==> src/design/pmev_consts.vh <==
// Purpose: Constants for the power-management event and mirror registers
// Assumes: 16-bit host I/O register port, one clock
// Notes:   Offsets are the host I/O port addresses
// What this block does
// - Enabled input change raises NMI request
// - Enable bits 9 and 8 ignore writes
// - Attention enable lets input assert attention output
// - Enable bits 1 and 0 ignore writes
// - Flag bits 15-8 read zero
// - Flag set when input caused NMI; reset zero
// - Flag and status clear only via enable clear
// - Both enables set: clear needs both cleared
// - Flag bits 1 and 0 read zero
// - Mirror bits 15-14 show serial A bits 7-6
// - Mirror bits 13-12 show serial B bits 7-6
// - Mirror bits 11-8 show parallel reg2 bits 3-0
// - Mirror bits 7-0 show parallel reg0
// - Controller mirror bit 15 is timeout comparator
// - Controller mirror bits 14-13 fixed device id
// - Bit 12 is master vector bit 7
// - Bit 11 is slave vector bit 7
// - Bit 10 is master fully nested select
// - Bit 9 is master auto end-of-interrupt
// - Bit 8 is master rotate-on-auto-EOI selected
// - Bits 7-5 master bottom priority level
// - Bits 4-2 slave bottom priority level
// - Bits 1,0 master and slave special mask
// - Status live when disabled; when enabled, live until the first change, then latched
`ifndef PMEV_CONSTS_VH
`define PMEV_CONSTS_VH
`define PMEV_ADDR_FLAGS    16'h9072
`define PMEV_ADDR_ENABLE   16'hc872
`define PMEV_ADDR_SPMIRROR 16'hd072
`define PMEV_ADDR_ICMIRROR 16'hd472
`define PMEV_NMI_EN_LSB    10
`define PMEV_ATN_EN_LSB    2
`define PMEV_FLAG_LSB      2
`define PMEV_ENABLE_RESET  16'h0000
`define PMEV_FLAGS_RESET   6'h00
`define PMEV_DEVICE_ID     2'h0
`endif

==> src/design/pmev_regs.v <==
// Purpose: Event enable, NMI flag and suspend mirror registers
// Assumes: Host I/O cycle: address, read and write strobes, 16-bit data
// Notes:   Mirror inputs come from the serial, parallel, IRQ and activity timeout logic
`timescale 1ns/100ps
`include "pmev_consts.vh"
module pmev_regs #(
   parameter NIN = 6            // Event inputs, numbered 2 upward
) (
   input  wire        CLK_I,          // System clock
   input  wire        RESETN_I,       // Asynchronous reset, active low
   input  wire [15:0] IO_ADDR_I,      // Host I/O port address
   input  wire        IO_WR_I,        // Write strobe, one cycle
   input  wire        IO_RD_I,        // Read strobe, one cycle
   input  wire [15:0] IO_WDATA_I,     // Write data
   output wire [15:0] IO_RDATA_O,     // Read data, valid cycle after read
   input  wire [NIN-1:0] POWER_MGMT_IN_I, // Event inputs 7..2
   output wire [NIN-1:0] INPUT_STATUS_O,  // Input status 7..2
   output wire        NMI_O,          // NMI request pulse
   output wire        LOCAL_ATTENTION_OUT_O, // Attention, output 4
   input  wire [1:0]  SERIAL_A_MIRROR_I,     // Serial A reg2 bits 7:6
   input  wire [1:0]  SERIAL_B_MIRROR_I,     // Serial B reg2 bits 7:6
   input  wire [3:0]  PARALLEL_REG2_MIRROR_I, // Parallel reg2 bits 3:0
   input  wire [7:0]  PARALLEL_REG0_MIRROR_I, // Parallel reg0
   input  wire        ACTIVITY_TIMEOUT_COMPARE_I, // Timeout comparator
   input  wire        MASTER_VECTOR_BIT7_I,  // Master ICW2 bit 7
   input  wire        SLAVE_VECTOR_BIT7_I,   // Slave ICW2 bit 7
   input  wire        FULLY_NESTED_SELECT_I, // Master ICW4 bit 4
   input  wire        AUTO_EOI_SELECT_I,     // Master ICW4 bit 1
   input  wire [2:0]  MASTER_OCW2_CMD_I,     // Master last OCW2 bits 7:5
   input  wire [2:0]  MASTER_BOTTOM_PRIORITY_I, // Master OCW2 level
   input  wire [2:0]  SLAVE_BOTTOM_PRIORITY_I,  // Slave OCW2 level
   input  wire        MASTER_SPECIAL_MASK_I, // Master OCW3 special mask
   input  wire        SLAVE_SPECIAL_MASK_I   // Slave OCW3 special mask
);
   // Rotate-on-auto-EOI set command code (OCW2 bits 7:5)
   localparam [2:0] ROT_AEOI_SET = 3'h4;
   localparam [2:0] ROT_AEOI_CLR = 3'h0;
   // Enable register reset image, sliced per field below
   localparam [15:0] EN_RST = `PMEV_ENABLE_RESET;

   reg  [NIN-1:0] nmi_change_enable_q; // Enable bits 15:10
   reg  [NIN-1:0] attention_enable_q;  // Enable bits 7:2
   reg  [15:0]    rdata_q;             // Registered read data
   reg            nmi_q;               // NMI output
   reg            atn_q;               // Attention output
   reg  [NIN-1:0] status_q;            // Registered status
   reg            rot_aeoi_q;          // Rotate auto EOI selected
   reg  [15:0]    rdata_d;             // Read mux
   wire [NIN-1:0] nmi_source_flag;     // Per-input NMI flags
   wire [NIN-1:0] atn_flag;            // Per-input attention flags
   wire [NIN-1:0] nmi_req;             // Per-input NMI requests
   wire [NIN-1:0] input_status;        // Per-input status

   genvar k;
   // One cell per input
   generate
      for (k = 0; k < NIN; k = k + 1) begin : g_in
         pmev_input_cell u_cell (
            .clk_i      (CLK_I),
            .resetn_i   (RESETN_I),
            .level_i    (POWER_MGMT_IN_I[k]),
            .nmi_en_i   (nmi_change_enable_q[k]),
            .atn_en_i   (attention_enable_q[k]),
            .status_o   (input_status[k]),
            .nmi_flag_o (nmi_source_flag[k]),
            .atn_flag_o (atn_flag[k]),
            .nmi_req_o  (nmi_req[k])
         );
      end
   endgenerate

   // Enable register write; bits 9:8 and 1:0 dropped
   always @(posedge CLK_I or negedge RESETN_I) begin
      if (!RESETN_I) begin
         nmi_change_enable_q <= EN_RST[`PMEV_NMI_EN_LSB +: NIN];
         attention_enable_q  <= EN_RST[`PMEV_ATN_EN_LSB +: NIN];
      end else if (IO_WR_I && IO_ADDR_I == `PMEV_ADDR_ENABLE) begin
         nmi_change_enable_q <=
            IO_WDATA_I[`PMEV_NMI_EN_LSB +: NIN];
         attention_enable_q  <=
            IO_WDATA_I[`PMEV_ATN_EN_LSB +: NIN];
      end
   end

   // Rotate-on-auto-EOI tracking from master OCW2 command
   always @(posedge CLK_I or negedge RESETN_I) begin
      if (!RESETN_I) begin
         rot_aeoi_q <= 1'b0;
      end else if (MASTER_OCW2_CMD_I == ROT_AEOI_SET) begin
         rot_aeoi_q <= 1'b1;
      end else if (MASTER_OCW2_CMD_I == ROT_AEOI_CLR) begin
         rot_aeoi_q <= 1'b0;
      end
   end

   // Read mux; mirrors are read-only, writes never reach them
   always @* begin
      rdata_d = 16'h0000;
      case (IO_ADDR_I)
         `PMEV_ADDR_FLAGS: begin
            // Upper byte and bits 1:0 stay zero
            rdata_d[`PMEV_FLAG_LSB +: NIN] = nmi_source_flag;
         end
         `PMEV_ADDR_ENABLE: begin
            rdata_d[`PMEV_NMI_EN_LSB +: NIN] = nmi_change_enable_q;
            rdata_d[`PMEV_ATN_EN_LSB +: NIN] = attention_enable_q;
         end
         `PMEV_ADDR_SPMIRROR: begin
            rdata_d = {SERIAL_A_MIRROR_I,
                       SERIAL_B_MIRROR_I,
                       PARALLEL_REG2_MIRROR_I,
                       PARALLEL_REG0_MIRROR_I};
         end
         `PMEV_ADDR_ICMIRROR: begin
            rdata_d = {ACTIVITY_TIMEOUT_COMPARE_I,
                       `PMEV_DEVICE_ID,
                       MASTER_VECTOR_BIT7_I,
                       SLAVE_VECTOR_BIT7_I,
                       FULLY_NESTED_SELECT_I,
                       AUTO_EOI_SELECT_I,
                       rot_aeoi_q,
                       MASTER_BOTTOM_PRIORITY_I,
                       SLAVE_BOTTOM_PRIORITY_I,
                       MASTER_SPECIAL_MASK_I,
                       SLAVE_SPECIAL_MASK_I};
         end
         default: begin
            rdata_d = 16'h0000; // Unmapped reads zero
         end
      endcase
   end

   // Output flops
   always @(posedge CLK_I or negedge RESETN_I) begin
      if (!RESETN_I) begin
         rdata_q  <= 16'h0000;
         nmi_q    <= 1'b0;
         atn_q    <= 1'b0;
         status_q <= {NIN{1'b0}};
      end else begin
         if (IO_RD_I) begin
            rdata_q <= rdata_d;
         end
         nmi_q    <= |nmi_req;
         atn_q    <= |(atn_flag & attention_enable_q);
         status_q <= input_status;
      end
   end

   assign IO_RDATA_O            = rdata_q;
   assign NMI_O                 = nmi_q;
   assign LOCAL_ATTENTION_OUT_O = atn_q;
   assign INPUT_STATUS_O        = status_q;
endmodule

==> src/design/pmev_input_cell.v <==
// Purpose: One power-management input: status, NMI flag, attention flag
// Assumes: Input level synchronous to CLK_I
// Notes:   Status is live while both enables are clear
`timescale 1ns/100ps
module pmev_input_cell (
   input  wire clk_i,      // System clock
   input  wire resetn_i,   // Asynchronous reset, active low
   input  wire level_i,    // Input pin level
   input  wire nmi_en_i,   // NMI on change enable
   input  wire atn_en_i,   // Attention enable
   output wire status_o,   // Input status bit
   output wire nmi_flag_o, // Input caused NMI
   output wire atn_flag_o, // Input caused attention
   output wire nmi_req_o   // One-cycle NMI request pulse
);
   reg  prev_q;            // Level of previous cycle
   reg  latched_q;         // Status latched once change seen
   reg  stat_q;            // Latched status value
   reg  nmi_flag_q;        // Sticky NMI flag
   reg  atn_flag_q;        // Sticky attention flag
   wire any_en;            // Either enable set
   wire change;            // Change of state this cycle

   assign any_en = nmi_en_i | atn_en_i;
   assign change = level_i ^ prev_q;

   // Edge detect, latch and sticky flags
   always @(posedge clk_i or negedge resetn_i) begin
      if (!resetn_i) begin
         prev_q     <= 1'b0;
         latched_q  <= 1'b0;
         stat_q     <= 1'b0;
         nmi_flag_q <= 1'b0;
         atn_flag_q <= 1'b0;
      end else begin
         prev_q <= level_i;
         if (!any_en) begin
            // Both enables clear: flags and latch released
            latched_q  <= 1'b0;
            stat_q     <= 1'b0;
            nmi_flag_q <= 1'b0;
            atn_flag_q <= 1'b0;
         end else if (change && !latched_q) begin
            // First transition is latched
            latched_q <= 1'b1;
            stat_q    <= level_i;
         end
         if (any_en && change && nmi_en_i) begin
            nmi_flag_q <= 1'b1;
         end
         if (any_en && change && atn_en_i) begin
            atn_flag_q <= 1'b1;
         end
      end
   end

   // Live level until latched
   assign status_o   = latched_q ? stat_q : level_i;
   assign nmi_flag_o = nmi_flag_q;
   assign atn_flag_o = atn_flag_q;
   assign nmi_req_o  = change & nmi_en_i;
endmodule

==> config.mk <==
export PLATFORM = sky130hd
export DESIGN_NAME = pmev_regs
export DESIGN_NICKNAME = d
export VERILOG_FILES = /design/src/design/pmev_regs.v /design/src/design/pmev_input_cell.v
export VERILOG_INCLUDE_DIRS = /design/src /design/src/design
export SDC_FILE = /design/constraint.sdc
export NUM_CORES = 1
export LEC_CHECK = 0
export CORE_MARGIN = 2
export CORE_UTILIZATION = 30
export DETAILED_ROUTE_END_ITERATION = 8
export DONT_BUFFER_PORTS = 1
export REMOVE_ABC_BUFFERS = 1
export SLEW_MARGIN = 20
export SYNTH_ARGS = -nofsm -noshare
export SYNTH_HDL_FRONTEND = slang
export SYNTH_SLANG_ARGS = --single-unit
export TNS_END_PERCENT = 10
==> constraint.sdc <==
create_clock -name CLK_I -period 0.9 [get_ports CLK_I]
set_input_delay 0.18 -clock CLK_I [delete_from_list [all_inputs] [get_ports CLK_I]]
set_output_delay 0.18 -clock CLK_I [all_outputs]
set_load 0.01 [all_outputs]
==> After elaboration in Yosys (flattened, before gate mapping) <==
Cells that the tools add are included.
{ "totals": {"ff_bits": 67, "in_bits": 74, "output_inout_bits": 24, "wordCells": 168} }
{ "classes": {"eq_ne": 23, "mux": 54, "bitwise_logic": 19, "reduce_logical": 35} }
{ "ops": {"columns": ["op", "count"], "rows": [
  ["16-bit equality test, second input constant", 4],
  ["1-bit 2-to-1 mux", 50],
  ["2-bit inequality test, second input constant", 18],
  ["1-bit logical AND", 25],
  ["6-bit case mux with 4 select lines", 1],
  ["6-bit case mux with 3 select lines", 1],
  ["6-bit OR reduction", 2],
  ["2-bit case mux with 2 select lines", 2],
  ["1-bit bitwise AND", 6],
  ["6-bit bitwise AND", 1],
  ["1-bit zero test", 6],
  ["1-bit OR", 6],
  ["1-bit bitwise XOR", 6],
  ["3-bit equality test, second input constant", 1],
  ["3-bit zero test", 1],
  ["2-bit nonzero test", 1]
]} }

==> Depth between registers and ports, before layout <==
{ "depth": {"ltp_word": 4, "depth_mapped": 6, "ltp_nobuf": 4} }

==> By module <==
Synthesis repeated with hierarchy kept, for this count alone.
{ "unflattened": {"cells_unflattened": 265, "hier_area_um2": 3062.9} }
{ "by_module_without_submodules": {"columns": ["mod", "instances", "cells_each", "area_per_inst_um2", "seq_area_each_um2"], "rows": [
  ["pmev_regs", 1, 145, 1824.2, 925.9],
  ["pmev_input_cell", 6, 20, 206.4, 125.1]
]} }

==> Worst setup path before layout <==
Ideal clock, no wire load.
{ "synth_timing": {"path_kind": "input to register", "start": "input port IO_ADDR_I[10]", "end": "register attention_enable_q[2]", "setup_ps": 125, "arrival_ps": 1521, "t_required_ps": 775, "setup_slack_ps": -746, "cell_stages": 5, "n_path_buf": 1, "path_cell_list": "nor3b_4 > nand2_1 > or4_4 > buf_6 > mux2_4"} }
{ "synth_between": {"elab_chain_len": 2} }
{ "synth_rtl": {"columns": ["element", "line_no", "source"], "rows": [
  ["start, declared", "pmev_regs.v:11", "input wire [15:0] IO_ADDR_I,"],
  ["16-bit equality test", null, null],
  ["1-bit logical AND (no source line)", null, null],
  ["end signal, assigned", "pmev_regs.v:76", "attention_enable_q <= EN_RST[`PMEV_ATN_EN_LSB +: NIN];"],
  ["end signal, assigned", "pmev_regs.v:80", "attention_enable_q <="],
  ["end, declared", "pmev_regs.v:42", "reg [NIN-1:0] attention_enable_q;"]
]} }
No other way between the ends.
A chain may end at the register's enable or synchronous reset.

==> Worst setup path after layout <==
{ "layout_timing": {"start": "input port IO_ADDR_I[0]", "end": "register nmi_change_enable_q[0]"} }
{ "layout_between": {"elab_chain_len": 2} }
{ "layout_rtl": {"columns": ["element", "line_no", "source"], "rows": [
  ["16-bit equality test", null, null],
  ["1-bit logical AND (no source line)", null, null],
  ["end signal, assigned", "pmev_regs.v:75", "nmi_change_enable_q <= EN_RST[`PMEV_NMI_EN_LSB +: NIN];"],
  ["end signal, assigned", "pmev_regs.v:78", "nmi_change_enable_q <="],
  ["end, declared", "pmev_regs.v:41", "reg [NIN-1:0] nmi_change_enable_q;"]
]} }
No other way between the ends.

==> out/summary.txt <==
status -> finished, violations left
failing checks -> negative hold slack, negative setup slack
Seq pwr share -> 51.4%
global-route usage over all layers -> 15.6%
final WL -> 8490 microns
area leader, netlist -> dfrtp_1
postcts setup bufs -> 0
Max Cap Violations -> 0
largest net degree at the start of global routing -> 68
final antenna-violating net count -> 0
xor and xnor fraction of the mapped netlist area -> 1.71%
Post-Place Cells -> 430
Detailed Place HPWL -> 5760 microns
Gate power share -> 6.4%
worst-skew pair later-pin latency -> 0.34 ns
Initial Util -> 31.2%
CP Launch Point -> IO_ADDR_I[0]
Mapped Avg Cell Area -> 11.0 sq um
Worst Path Arrival -> 1.57 ns
routability congestion estimate -> 0.735
Synth Area in Compound Gates -> 18.2%
fin cells -> 466
Max transition margin -> 57.9%
Switch Pwr -> 1.30 mW
mux cell area share after synthesis -> 10.4%
Fin Clk Skew -> 0.00727 ns
initial antenna violation count -> 0
reg2reg start -> g_in[5].u_cell.prev_q$_DFF_PN0_
Critical path destination -> nmi_change_enable_q[0]$_DFFE_PN0P_
Fill cells -> 944
post-synthesis cell type count -> 32
Remaining Overflow, GRT -> 0
IO Count -> 98
final worst-path cycle share -> 150%
Post-Synth Adder-Cell Area -> 0%
Worst Hold Margin -> -0.473 ns
final instance area -> 3980 sq um
I/O Buffers -> 0
Vias -> 2354
post-place setup slack -> -0.884 ns
largest family of logic cells by synthesized area -> compound AO/OA/AOI/OAI gates
top cells by area, synth -> dfrtp_1, mux2_4, a22oi_1, o21ai_0, o22ai_1
dpl cell area -> 3390 sq um
fmax -> 743 MHz
final setup margin -> -0.446 ns
core area -> 9860 sq um
Crit Path Max Fanout -> 6
clk buf depth -> 2
Worst Setup Path Type -> primary input to flop
fin crit period -> 1.35 ns
DRC violations left -> 0
Die X -> 105 microns
r2r setup slk -> -0.15 ns
area of the multi-input gates -> 1440 sq um
Cell Area, Synth -> 3070 sq um
Worst R2R Path Depth -> 4
H-tree Lvls -> 3
Hold Buf Count CTS -> 20
# diodes -> 0
Pwr Density -> 1500 nW/um^2
max-slew violations -> 0
Post-Synth Simple-Gate Area -> 11.3%
Yosys reg bits -> 67
first-pass GRT wire length -> 13100 microns
Critical Path RT -> 1.12 ns
vias in the first global route -> 2421
CTS Sinks -> 67
Synth warnings -> 0
Hold Fails Final Rpt -> 67
RSZ-0062 raised after global routing -> true
num rows -> 36
Initial DRT Pass Iterations -> 4
total power -> 5.98 mW
post-synthesis to final-layout area growth -> 29.3%
Syn Inst Count -> 280
Yosys top cell area share -> 54.5%
Setup crit end kind -> flop
Clk pwr share -> 42.2%
IR drop worst, VDD -> 0.000506 V
Worst-Margin Slew -> 0.632 ns
RR Endpoint -> NMI_O$_DFF_PN0_
Lkg Pwr -> 1.77 nW
clk slew on worst S/H paths -> 0.07 ns
switching share of total power -> 21.8%
Seq. cell area -> 1680 sq um
DIE AREA -> 11100 sq um
CTS tree -> yes
Seq/Total Area, Yosys -> 54.5%
Vias/cell -> 5.05
Setup-failing EPs final -> 54
1st-iter DRT viols -> 107
clock tree root buffer cell -> clkbuf_8
wire per inst -> 18.2 microns
Int Pwr -> 4.68 mW
final net count -> 403
commonest cells after routing, fill and taps aside -> dfrtp_1, nand2_1, dlygate4sd3_1, buf_4, inv_1
worst min-delay path class -> primary input to async pin
most common cell after layout, fill and taps aside -> dfrtp_1
layout cells sized above 1 -> 28.2%
cts bufs inserted -> 9
crit start category -> primary input
die height -> 105 microns
## what timing repair did
item / 4_1_cts / 5_1_grt
gates resized for setup: 21 / 40
cloned: 1 / 0
endpoints found under the setup margin: 69 / 78
hold endpoints to repair: 107 / 67
pin swaps: 20 / 9
## final cells by class
cell class | instances | area share, %
flip-flops and latches | 67 | 42.3
multi-input cells | 184 | 36.2
repair buffers | 45 | 10.4
well taps | 133 | 4.19
clock buffers | 13 | 4.00
inverters | 22 | 2.08
clock inverters | 2 | 0.881
## registers in the layout, summed over array words and instances (netlist names)
name	cells
g_in.u_cell.nmi_flag_o	6
g_in.u_cell.prev_q	6
g_in.u_cell.latched_q	6
IO_RDATA_O	16
rot_aeoi_q	1
g_in.u_cell.stat_q	6
nmi_change_enable_q	6
NMI_O	1
LOCAL_ATTENTION_OUT_O	1
attention_enable_q	6
g_in.u_cell.atn_flag_o	6
INPUT_STATUS_O	6
## logic make-up after synthesis
kind of cell    after synthesis
buf+inv                      30
flops                        67
xor+xnor                      6
mux                          26
compound gates               86
simple gates                 65
## power groups by stage
| stage | Clock (mW) | Sequential, mW | Combinational (mW) |
|---|---|---|---|
| 2_1_floorplan | 0 | 3.12 | 0.181 |
| 3_3_place_gp | 0 | 3.13 | 0.244 |
| 3_5_place_dp | 0 | 3.13 | 0.250 |
| 4_1_cts | 2.59 | 3.07 | 0.360 |
| 5_1_grt | 2.73 | 3.08 | 0.415 |
| 6_report | 2.53 | 3.07 | 0.383 |
## critical path, stage by stage
cell and delay, ns:
nor4bb_4 0.29, nand2_2 0.15, or4_4 0.61, mux2_4 0.33
## synth_stat cells (all sizes together)
master	number
o21a	5
nor4	1
and2	1
nand2	26
nor4bb	3
nor2b	4
clkbuf	7
xor2	6
a22oi	16
nor2	11
o21ai	22
o21bai	1
nand4b	2
nand2b	3
mux2i	8
or4	3
nor4b	1
nor3b	1
and3	1
inv	22
nand3	7
a21o	3
and4	1
a21oi	11
o22a	11
a22o	1
mux2	18
o22ai	16
buf	1
dfrtp	67
## through the flow
stage	TNS [ns]	utilization, %
floorplan	-13.71	-
finish	-8.83	40.3
global placement	-17.04	34.4
CTS	-9.71	39.3
detailed placement	-18.89	34.4
global route	-11.50	40.3
## per-layer routing
layer	track usage [%]	vias up	part of all wire [%]
met5	0	-	0
met4	5.33	0	1.8
met3	6.80	15	8.6
met2	24.8	73	49
met1	18.7	1154	41
li1	-	1112	-
## worst min-delay path by stage
stage	startpoint	end	slack, ns	depth (start not counted)
final	RESETN_I	g_in[4].u_cell.latched_q$_DFFE_PN0P_	-0.47	0
after global routing	RESETN_I	INPUT_STATUS_O[0]$_DFF_PN0_	-0.49	0
after CTS	RESETN_I	INPUT_STATUS_O[5]$_DFF_PN0_	-0.49	0
after detailed placement	RESETN_I	g_in[0].u_cell.prev_q$_DFF_PN0_	-0.11	0
after global placement	RESETN_I	INPUT_STATUS_O[0]$_DFF_PN0_	-0.11	0
after floorplan	RESETN_I	INPUT_STATUS_O[0]$_DFF_PN0_	-0.12	0
Note: power is estimated with default switching activity, not from simulation.
